[src/verilog/ltjc_pkg.sv]
// constants, field layout and register map of the line termination and jitter configuration bank
// Function
// - rx termination bit 7 resets to high impedance
// - tx termination bit 6 resets to high impedance
// - impedance field resets 10; 10=75, 11=120
// - jitter path resets 00; 01 tx, 1x rx
// - attenuator disabled after reset until path written
// - bandwidth applied globally to rx and tx attenuators
// - fifo depth bit 0: 0 32, 1 64 bits
// - fifo depth applied globally to both attenuators
// - cable length code bits 4:0, resets zero
package ltjc_pkg;
  localparam int unsigned NUM_CHANNELS    = 8;
  localparam int unsigned CHAN_STRIDE     = 16;
  localparam logic [7:0]  CABLE_REG_INDEX = 8'h00;
  localparam logic [7:0]  TERM_REG_INDEX  = 8'h01;
  // printed offsets are not multiples of four, so byte address is index times four
  localparam int unsigned ADDR_SHIFT      = 2;
  localparam int unsigned RX_TERM_BIT     = 7;
  localparam int unsigned TX_TERM_BIT     = 6;
  localparam int unsigned IMP_MSB         = 5;
  localparam int unsigned IMP_LSB         = 4;
  localparam int unsigned JPATH_MSB       = 3;
  localparam int unsigned JPATH_LSB       = 2;
  localparam int unsigned JBW_BIT         = 1;
  localparam int unsigned FIFO_BIT        = 0;
  localparam int unsigned CABLE_MSB       = 4;
  localparam logic [7:0]  TERM_RESET      = 8'h20;
  localparam logic [4:0]  CABLE_RESET     = 5'h00;
  localparam logic [1:0]  IMP_75          = 2'h2;
  localparam logic [1:0]  IMP_120         = 2'h3;
  localparam logic [1:0]  JPATH_OFF       = 2'h0;
  localparam logic [1:0]  JPATH_TX        = 2'h1;
  localparam logic [4:0]  CABLE_SH_COAX   = 5'h1C;
  localparam logic [4:0]  CABLE_SH_TP     = 5'h1D;
  localparam logic [5:0]  FIFO_DELAY_32   = 6'h10;
  localparam logic [5:0]  FIFO_DELAY_64   = 6'h20;
endpackage

[src/verilog/ltjc_bank.sv]
// apb register bank for per-channel termination, impedance, jitter attenuator and cable codes
//
// Design decision made here: the APB slave port.
`timescale 1ns/1ns
module ltjc_bank (
  input  wire logic        pclk,
  input  wire logic        presetn,
  input  wire logic        psel,
  input  wire logic        penable,
  input  wire logic        pwrite,
  input  wire logic [11:0] paddr,
  input  wire logic [31:0] pwdata,
  input  wire logic [3:0]  pstrb,
  output logic      [31:0] prdata,
  output logic             pready,
  output logic             pslverr,
  output logic      [7:0]  rx_termination_select,
  output logic      [7:0]  tx_termination_select,
  output logic      [15:0] line_impedance_select,
  output logic      [7:0]  rx_impedance_valid,
  output logic      [7:0]  jitter_enable_rx,
  output logic      [7:0]  jitter_enable_tx,
  output logic      [39:0] cable_length_code,
  output logic      [7:0]  cable_short_haul_coax,
  output logic      [7:0]  cable_short_haul_tp,
  output logic             jitter_bandwidth_select,
  output logic             fifo_depth_select,
  output logic      [5:0]  fifo_nominal_delay
);
  logic [7:0] term_reg  [ltjc_pkg::NUM_CHANNELS];
  logic [4:0] cable_reg [ltjc_pkg::NUM_CHANNELS];
  logic [7:0] next_term_reg  [ltjc_pkg::NUM_CHANNELS];
  logic [4:0] next_cable_reg [ltjc_pkg::NUM_CHANNELS];
  logic [31:0] next_prdata;
  logic        next_pslverr;
  logic [2:0]  hit_chan;
  logic        hit_term;
  logic        hit_cable;

  // decode word index into channel and register; channel at 0x00 plus 16 per channel
  function automatic logic [2:0] chan_of(input logic [9:0] idx);
    chan_of = idx[6:4];
  endfunction

  always_comb begin
    logic [9:0] idx;
    idx       = paddr[11:ltjc_pkg::ADDR_SHIFT];
    hit_chan  = chan_of(idx);
    hit_term  = (idx[9:7] == 3'h0) && ({4'h0, idx[3:0]} == ltjc_pkg::TERM_REG_INDEX);
    hit_cable = (idx[9:7] == 3'h0) && ({4'h0, idx[3:0]} == ltjc_pkg::CABLE_REG_INDEX);
  end

  // zero-wait slave: every access completes in its first access cycle
  assign pready = 1'b1;

  // register write and read data path
  always_comb begin
    next_term_reg  = term_reg;
    next_cable_reg = cable_reg;
    next_prdata    = prdata;
    next_pslverr   = 1'b0;
    if (psel && !penable) begin
      next_prdata = 32'h0000_0000;
    end
    if (psel && penable) begin
      next_pslverr = !(hit_term || hit_cable); // unmapped reads zero; this flag is unused and pslverr stays low
      if (pwrite && pstrb[0]) begin
        if (hit_term) begin
          next_term_reg[hit_chan] = pwdata[7:0];
        end
        if (hit_cable) begin
          next_cable_reg[hit_chan] = pwdata[ltjc_pkg::CABLE_MSB:0];
        end
      end
      if (!pwrite) begin
        if (hit_term) begin
          next_prdata = {24'h00_0000, term_reg[hit_chan]};
        end else if (hit_cable) begin
          next_prdata = {27'h000_0000, cable_reg[hit_chan]};
        end else begin
          next_prdata = 32'h0000_0000;
        end
      end
    end
  end

  // prdata registered at the access edge is only valid the cycle after; zero-wait master
  // sampling at that edge sees the previous value, so read data is driven combinationally
  always_ff @(posedge pclk or negedge presetn) begin
    if (!presetn) begin
      for (int i = 0; i < ltjc_pkg::NUM_CHANNELS; i++) begin
        term_reg[i]  <= ltjc_pkg::TERM_RESET;
        cable_reg[i] <= ltjc_pkg::CABLE_RESET;
      end
      pslverr <= 1'b0;
    end else begin
      term_reg  <= next_term_reg;
      cable_reg <= next_cable_reg;
      pslverr   <= 1'b0;
    end
  end

  logic unused_regs;
  assign unused_regs = next_pslverr ^ (|next_prdata);

  // read data answered in the access cycle itself; pslverr is held low
  always_comb begin
    prdata = 32'h0000_0000;
    if (psel && penable && !pwrite) begin
      if (hit_term) begin
        prdata = {24'h00_0000, term_reg[hit_chan]};
      end else if (hit_cable) begin
        prdata = {27'h000_0000, cable_reg[hit_chan]};
      end
    end
  end

  // per-channel control decode
  always_comb begin
    for (int c = 0; c < ltjc_pkg::NUM_CHANNELS; c++) begin
      rx_termination_select[c] = term_reg[c][ltjc_pkg::RX_TERM_BIT];
      tx_termination_select[c] = term_reg[c][ltjc_pkg::TX_TERM_BIT];
      line_impedance_select[2*c +: 2] =
        term_reg[c][ltjc_pkg::IMP_MSB:ltjc_pkg::IMP_LSB];
      rx_impedance_valid[c] = term_reg[c][ltjc_pkg::IMP_MSB];
      jitter_enable_tx[c] =
        term_reg[c][ltjc_pkg::JPATH_MSB:ltjc_pkg::JPATH_LSB] == ltjc_pkg::JPATH_TX;
      jitter_enable_rx[c] = term_reg[c][ltjc_pkg::JPATH_MSB];
      cable_length_code[5*c +: 5] = cable_reg[c];
      cable_short_haul_coax[c] = cable_reg[c] == ltjc_pkg::CABLE_SH_COAX;
      cable_short_haul_tp[c]   = cable_reg[c] == ltjc_pkg::CABLE_SH_TP;
    end
  end

  // global settings: channel 0 copy drives both attenuators of all channels
  assign jitter_bandwidth_select = term_reg[0][ltjc_pkg::JBW_BIT];
  assign fifo_depth_select       = term_reg[0][ltjc_pkg::FIFO_BIT];
  assign fifo_nominal_delay = fifo_depth_select ? ltjc_pkg::FIFO_DELAY_64
                                                : ltjc_pkg::FIFO_DELAY_32;
endmodule // ltjc_bank

[config.mk]
export PLATFORM = sky130hd
export DESIGN_NAME = ltjc_bank
export DESIGN_NICKNAME = d
export VERILOG_FILES = /design/src/verilog/ltjc_pkg.sv /design/src/verilog/ltjc_bank.sv
export SDC_FILE = /design/constraint.sdc
export NUM_CORES = 1
export LEC_CHECK = 0
export BUFFER_PORTS_ARGS = -buffer_cell sky130_fd_sc_hd__buf_2
export CAP_MARGIN = 25
export CORE_ASPECT_RATIO = 1.1
export CORE_MARGIN = 5
export CORE_UTILIZATION = 54
export DETAILED_ROUTE_END_ITERATION = 10
export MAX_ROUTING_LAYER = met4
export PLACE_DENSITY = 0.86
export SLEW_MARGIN = 5
export SYNTH_ARGS = -nofsm -noshare
export SYNTH_HDL_FRONTEND = slang
export SYNTH_SLANG_ARGS = --single-unit
export TNS_END_PERCENT = 50
[constraint.sdc]
create_clock -name pclk -period 4.8 [get_ports pclk]
set_clock_uncertainty 0.15 [all_clocks]
set_input_delay 0.24 -clock pclk [delete_from_list [all_inputs] [get_ports pclk]]
set_output_delay 0.24 -clock pclk [all_outputs]
set_load 0.1 [all_outputs]
==> impl_metrics.py, run 1 <==
metrics = {
    "status": {
        "status": "finished clean",
    },
    "die": {
        "io_pins": 207,
        "die_h_um": 118,
        "fp.dieW_um": 108,
        "std_cell_rows": 39,
        "dieArea_sq_mm": 0.0127,
        "initial_utilization": 0.550,
        "fp.coreArea_sq_mm": 0.0103,
    },
    "synthesis": {
        "ys_types": 34,
        "synthMostInstantiatedCell": "mux2_2",
        "synth_compound_area_frac": 0.0187,
        "synthSimpleGateAreaFrac": 0.0900,
        "synthTopCellsByCount": "mux2_2 (104), dfrtp_1 (96), buf_4 (79), nand2_1 (26), mux4_2 (23)",
        "synth_edf_count": 0,
        "seq_area_frac_synth": 0.459,
        "async_flop_share": 1.00,
        "synth_area_sq_mm": 0.00569,
        "synthFlopType": "dfrtp_1",
        "synth.area.mux_share": 0.308,
        "synth_area_leaders": "dfrtp_1 (42%), mux2_2 (21%), buf_4 (10%), mux4_2 (9.1%), dfstp_2 (3.7%)",
        "synth-xor-area-share": 0,
        "ys_warn_count": 0,
        "syn_area_per_cell_sq_um": 12.7,
        "synthCells": 449,
        "synth_top_area_frac": 0.422,
        "yosys.area.top_type": "dfrtp_1",
        "synth-adder-area-share": 0,
        "ys_seq_elements": 104,
        "synth_top_family_by_area": "multiplexers",
    },
    "job": {
        "drv_cap": 0,
    },
    "clocking": {
        "cts_sinks": 104,
        "clk_pin_slew_worst_paths_ns": 0.07,
        "cts_made_buffers": 9,
        "clk_root_buffer_cell": "clkbuf_16",
        "clockBufferDepth": 2,
        "cts_max_level": 3,
        "clk_latency_ns": 0.34,
        "cts_tree": "built",
    },
    "layout": {
        "synthToLayoutAreaGrowth_pct": 12.6,
        "final-seq-area_sq_mm": 0.00261,
        "largest_reg_flops": 40,
        "finalInstanceArea_sq_mm": 0.00640,
        "multi_input_area_sq_mm": 0.00248,
        "diodes": 0,
        "drive_above_1_share": 0.560,
        "nNetsFinal": 596,
        "n_fill_cell": 797,
        "fin_util": 0.619,
    },
    "critical_path": {
        "critPathKind": "in2out",
        "worst_setup_path_start_kind": "input pin",
        "cp.required_ns": 4.41,
        "rr_endpoint": "cable_length_code[6]$_DFFE_PN0P_",
        "arrival_ns": 2.46,
        "critPathMaxFanout": 6,
        "crit_path_end_kind": "output pin",
        "r2r_cells": 1,
        "crit-reg2reg-launch": "cable_length_code[6]$_DFFE_PN0P_",
        "r2r_slack_ns": 3.79,
    },
    "global_routing": {
        "overflow": 0,
        "grt_max_degree": 57,
        "grt_pass1_vias": 4063,
        "grt_pass1_wl_um": 22300,
        "grt_util_all_layers": 0.234,
        "antenna_found_initial": 0,
    },
    "routing": {
        "num_vias": 3873,
        "wire_per_inst_um": 20.5,
        "drc": 0,
        "drtIter0Drc": 231,
        "dr.pass1.iters": 5,
        "drt_wl_total_um": 14200,
        "ant_nets": 0,
        "vias_per_cell": 5.60,
    },
    "timing": {
        "max_freq_mhz": 351,
        "hold_viol": 0,
        "max_slew_margin": 0.425,
        "slew_violations": 0,
        "tightestPinTransition_ns": 0.862,
        "final.setup.tns_ns": 0,
        "period_share": 0.594,
        "rsz0062_at_grt": "false",
        "min_period_ns": 2.85,
        "finalSetupViolations": 0,
    },
    "min_path": {
        "hold_depth": 2,
        "min_path_type": "in2reg",
        "min_to": "tx_termination_select[4]$_DFFE_PN0P_",
        "hold_start": "pwdata[6]",
    },
    "power_and_ir_drop": {
        "power.total_uw": 1880,
        "ir_drop_mv": 0.187,
        "powerDensity_mw_per_mm2": 294,
        "p_leak_uw": 0.00345,
    },
    "placement": {
        "io_buffers": 147,
        "place_area_sq_mm": 0.00607,
        "dp_hpwl_um": 10200,
        "routabilityCongestion": 0.872,
    },
}
routing by layer:
metal	track usage	wire (um)
met4	0.0813	332
met3	0.0477	1270
met1	0.291	5410
met5	-	0
met2	0.379	7180
cell families after synthesis:
family                 Yosys count
flip-flops                     104
other                            2
buffers and inverters          106
AO/OA/AOI/OAI                   16
multiplexers                   133
AND/OR/NAND/NOR                 88
critical path, stage by stage:
cell     delay [ns]
buf_2          0.09
or4_4          0.61
or4_1          0.65
or2_4          0.31
a21oi_1        0.11
buf_2          0.44
layout make-up:
type                    count  share of cell area
flip-flops and latches    104               0.408
well taps                 143              0.0279
multi-input cells         267               0.387
inverters                  11             0.00645
clock inverters             7              0.0162
repair buffers            150               0.119
clock buffers               9              0.0352
power breakdown:
part           total (uW)  leakage (uW)  internal, uW  switching, uW
Clock                 801      0.000154           464            338
Combinational         203       0.00187          24.7            178
Sequential            880       0.00142           878           1.93
stage by stage:
| step | setup WS (ns) | std cells | hold WS (ns) |
|---|---|---|---|
| 5_1_grt | 1.84 | 691 | 0.101 |
| 2_1_floorplan | 0.616 | 477 | -0.206 |
| 3_5_place_dp | 1.89 | 674 | 0.146 |
| 3_3_place_gp | 1.98 | 674 | 0.123 |
| 6_report | 1.95 | 691 | 0.0811 |
| 4_1_cts | 1.95 | 691 | 0.0724 |
layout by cell type, fill, tap and decap left out, drive strengths merged:
cell / count
bufinv: 2
a22oi: 4
a21o: 1
dfrtp: 96
nand3b: 2
and3: 2
nand4b: 8
nor4: 4
a211oi: 1
or4: 2
nand3: 7
mux2: 104
nor2b: 9
o211ai: 1
dfstp: 8
clkinv: 1
o21ai: 2
clkinvlp: 2
clkbuf: 9
o2bb2ai: 1
a31oi: 4
nand2b: 1
nor3b: 1
a21oi: 2
or2: 2
inv: 13
conb: 30
nor3: 2
mux2i: 6
mux4: 23
dlygate4sd3: 1
nor2: 22
nand2: 26
buf: 149
how the worst max path moves through the flow:
stage | endpoint | slack [ns] | cells past startpoint | startpoint
final | prdata[6] | 1.95 | 6 | paddr[10]
after global routing | prdata[5] | 1.84 | 6 | paddr[10]
after CTS | prdata[6] | 1.95 | 6 | paddr[10]
after detailed placement | line_impedance_select[6]$_DFFE_PN0P_ | 1.89 | 6 | paddr[7]
after global placement | prdata[6] | 1.98 | 6 | paddr[10]
after floorplan | prdata[1] | 0.62 | 4 | cable_length_code[6]$_DFFE_PN0P_
timing repair:
action / CTS / global route
resized for setup: 0 / 0
buffers inserted: 0 / 0
hold endpoints to repair: 48 / 0
hold buffers: 1 / 0
(Power assumes the default switching activity.)
==> run 2, diff against run 1 <==
Settings changed: CORE_UTILIZATION 54 to 45, PLACE_DENSITY 0.86 to 0.77.
Clock period 4.8 ns to 2.6 ns, I/O delays scaled along.
==> run 2 against run 1 <==
Against the previous run: cell count is 3.6% higher; setup slack worse by 1.7 ns; sequential share of layout area is 1.8 points lower; flip-flop and latch count stayed put; sequential power is 85% higher; via count is 0.49% lower; routed wire length is 4.5% higher; critical path depth stayed put; critical endpoint is now prdata[5]; die area is 18% higher.
==> impl_metrics.py, run 2 (same netlist as run 1, synthesis figures left out) <==
metrics = {
    "status": {
        "status": "finished clean",
    },
    "routing": {
        "drt_wl_total_um": 14800,
        "wire_per_inst_um": 20.7,
        "dr.pass1.iters": 4,
        "drtIter0Drc": 127,
        "num_vias": 3854,
        "ant_nets": 0,
        "drc": 0,
        "vias_per_cell": 5.38,
    },
    "die": {
        "initial_utilization": 0.456,
        "std_cell_rows": 43,
        "fp.coreArea_sq_mm": 0.0125,
        "io_pins": 207,
        "dieArea_sq_mm": 0.0150,
        "die_h_um": 128,
        "fp.dieW_um": 117,
    },
    "layout": {
        "largest_reg_flops": 40,
        "final_cells": 716,
        "final_cell_mix": "buf_2 (138), mux2_2 (104), dfrtp_1 (96)",
        "final_common_cell": "buf_2",
        "drive_above_1_share": 0.578,
        "synthToLayoutAreaGrowth_pct": 17.8,
        "finalInstanceArea_sq_mm": 0.00670,
        "diodes": 0,
        "n_fill_cell": 1044,
        "nNetsFinal": 608,
    },
    "clocking": {
        "cts_tree": "built",
        "cts_max_level": 3,
        "clockBufferDepth": 2,
        "clk_root_buffer_cell": "clkbuf_16",
        "cts_made_buffers": 9,
        "cts_resized": 0,
        "cts_sinks": 104,
        "cts_setup_buffers": 0,
        "cts_hold_buf": 4,
        "clk_latency_ns": 0.34,
        "clk_pin_slew_worst_paths_ns": 0.07,
    },
    "timing": {
        "finalSetupViolations": 0,
        "hold_viol": 0,
        "rsz0062_at_grt": "false",
        "slew_violations": 0,
        "tightestPinTransition_ns": 0.864,
        "max_slew_margin": 0.424,
        "max_freq_mhz": 426,
        "final.setup.tns_ns": 0,
        "min_period_ns": 2.35,
        "period_share": 0.903,
    },
    "placement": {
        "routabilityCongestion": 0.928,
        "io_buffers": 147,
        "place_area_sq_mm": 0.00633,
        "dp_hpwl_um": 10800,
        "dp_cells": 697,
    },
    "global_routing": {
        "overflow": 0,
        "grt_pass1_vias": 4043,
        "grt_max_degree": 70,
        "grt_util_all_layers": 0.206,
        "grt_pass1_wl_um": 22800,
        "antenna_found_initial": 0,
    },
    "critical_path": {
        "crit_chain": "buf_2 > or4_4 > or4_1 > or2_4 > a21oi_2 > buf_12",
        "cp.required_ns": 2.32,
        "critPathTopFamily": "simple AND/OR/NAND/NOR gates",
        "critical_path_buf_inv_count": 2,
        "slowest_delay_ns": 0.59,
        "worst_setup_path_start_kind": "input pin",
        "arrival_ns": 2.07,
        "slowest_stage": "or4_1",
        "critPathKind": "in2out",
        "crit_path_end_kind": "output pin",
        "critPathMaxFanout": 3,
    },
    "power_and_ir_drop": {
        "p_switching_uw": 929,
        "intPower_uw": 2570,
        "power_frac_seq": 0.465,
        "p_clk_frac": 0.425,
        "ir_drop_mv": 0.326,
        "power.total_uw": 3500,
        "powerDensity_mw_per_mm2": 522,
        "p_leak_uw": 0.00353,
        "p_comb_frac": 0.111,
        "swShare": 0.266,
    },
    "job": {
        "drv_cap": 0,
    },
    "min_path": {
        "min_path_type": "in2async",
    },
}
==> run 2: cell count changes in the layout (fill, tap and decap cells not counted), sizes merged <==
cell | before | now
dlygate4sd3 | 1 | 4
clkbuf | 9 | 11
buf | 149 | 158
clkinv | 1 | 0
clkinvlp | 2 | 1
inv | 13 | 12
==> run 2: power by group through the flow <==
stage / clock network (uW) / registers [uW] / logic [uW]
global placement: 0 / 1660 / 376
detailed placement: 0 / 1660 / 383
global route: 1570 / 1620 / 410
finish: 1490 / 1630 / 388
floorplan: 0 / 1670 / 316
CTS: 1500 / 1630 / 388
==> run 2: cell type report <==
cell class,instances,area (sq um),share of cell area
Inverter,11,41.3,0.00616
Clock buffer,11,253,0.0377
Sequential cell,104,2610,0.390
Timing Repair Buffer,162,993,0.148
Multi-Input combinational cell,267,2530,0.377
Clock inverter,4,76.3,0.0114
Tap cell,157,196,0.0293
==> run 2: path summary, 6_finish.rpt <==
check	start	to	slack (ns)	depth (start not counted)
setup / recovery	paddr[10]	prdata[5]	0.25	6
hold / removal	presetn	cable_length_code[13]$_DFFE_PN0P_	0.12	2
setup reg to reg	cable_length_code[6]$_DFFE_PN0P_	cable_length_code[6]$_DFFE_PN0P_	1.59	1
hold reg to reg	term_reg[33]$_DFFE_PN0P_	term_reg[33]$_DFFE_PN0P_	0.36	1
max in group asynchronous	presetn	cable_length_code[14]$_DFFE_PN0P_	1.43	3
min in group pclk	pwdata[4]	line_impedance_select[0]$_DFFE_PN0P_	0.15	2
==> run 2: metrics by stage <==
step                hold slack (ns)  utilization  setup slack, ns
finish                        0.123        0.537            0.252
global route                  0.170        0.537            0.220
CTS                           0.136        0.537            0.242
detailed placement          -0.0342        0.507            0.246
global placement            -0.0504        0.507            0.258
floorplan                    -0.316            -           -0.148
==> run 2: routing by layer <==
layer	GRT usage	up-vias	wire length (um)
met5	-	-	0
met4	0.0789	0	311
met3	0.0420	20	1160
li1	-	1693	-
met1	0.263	1965	5930
met2	0.325	176	7430
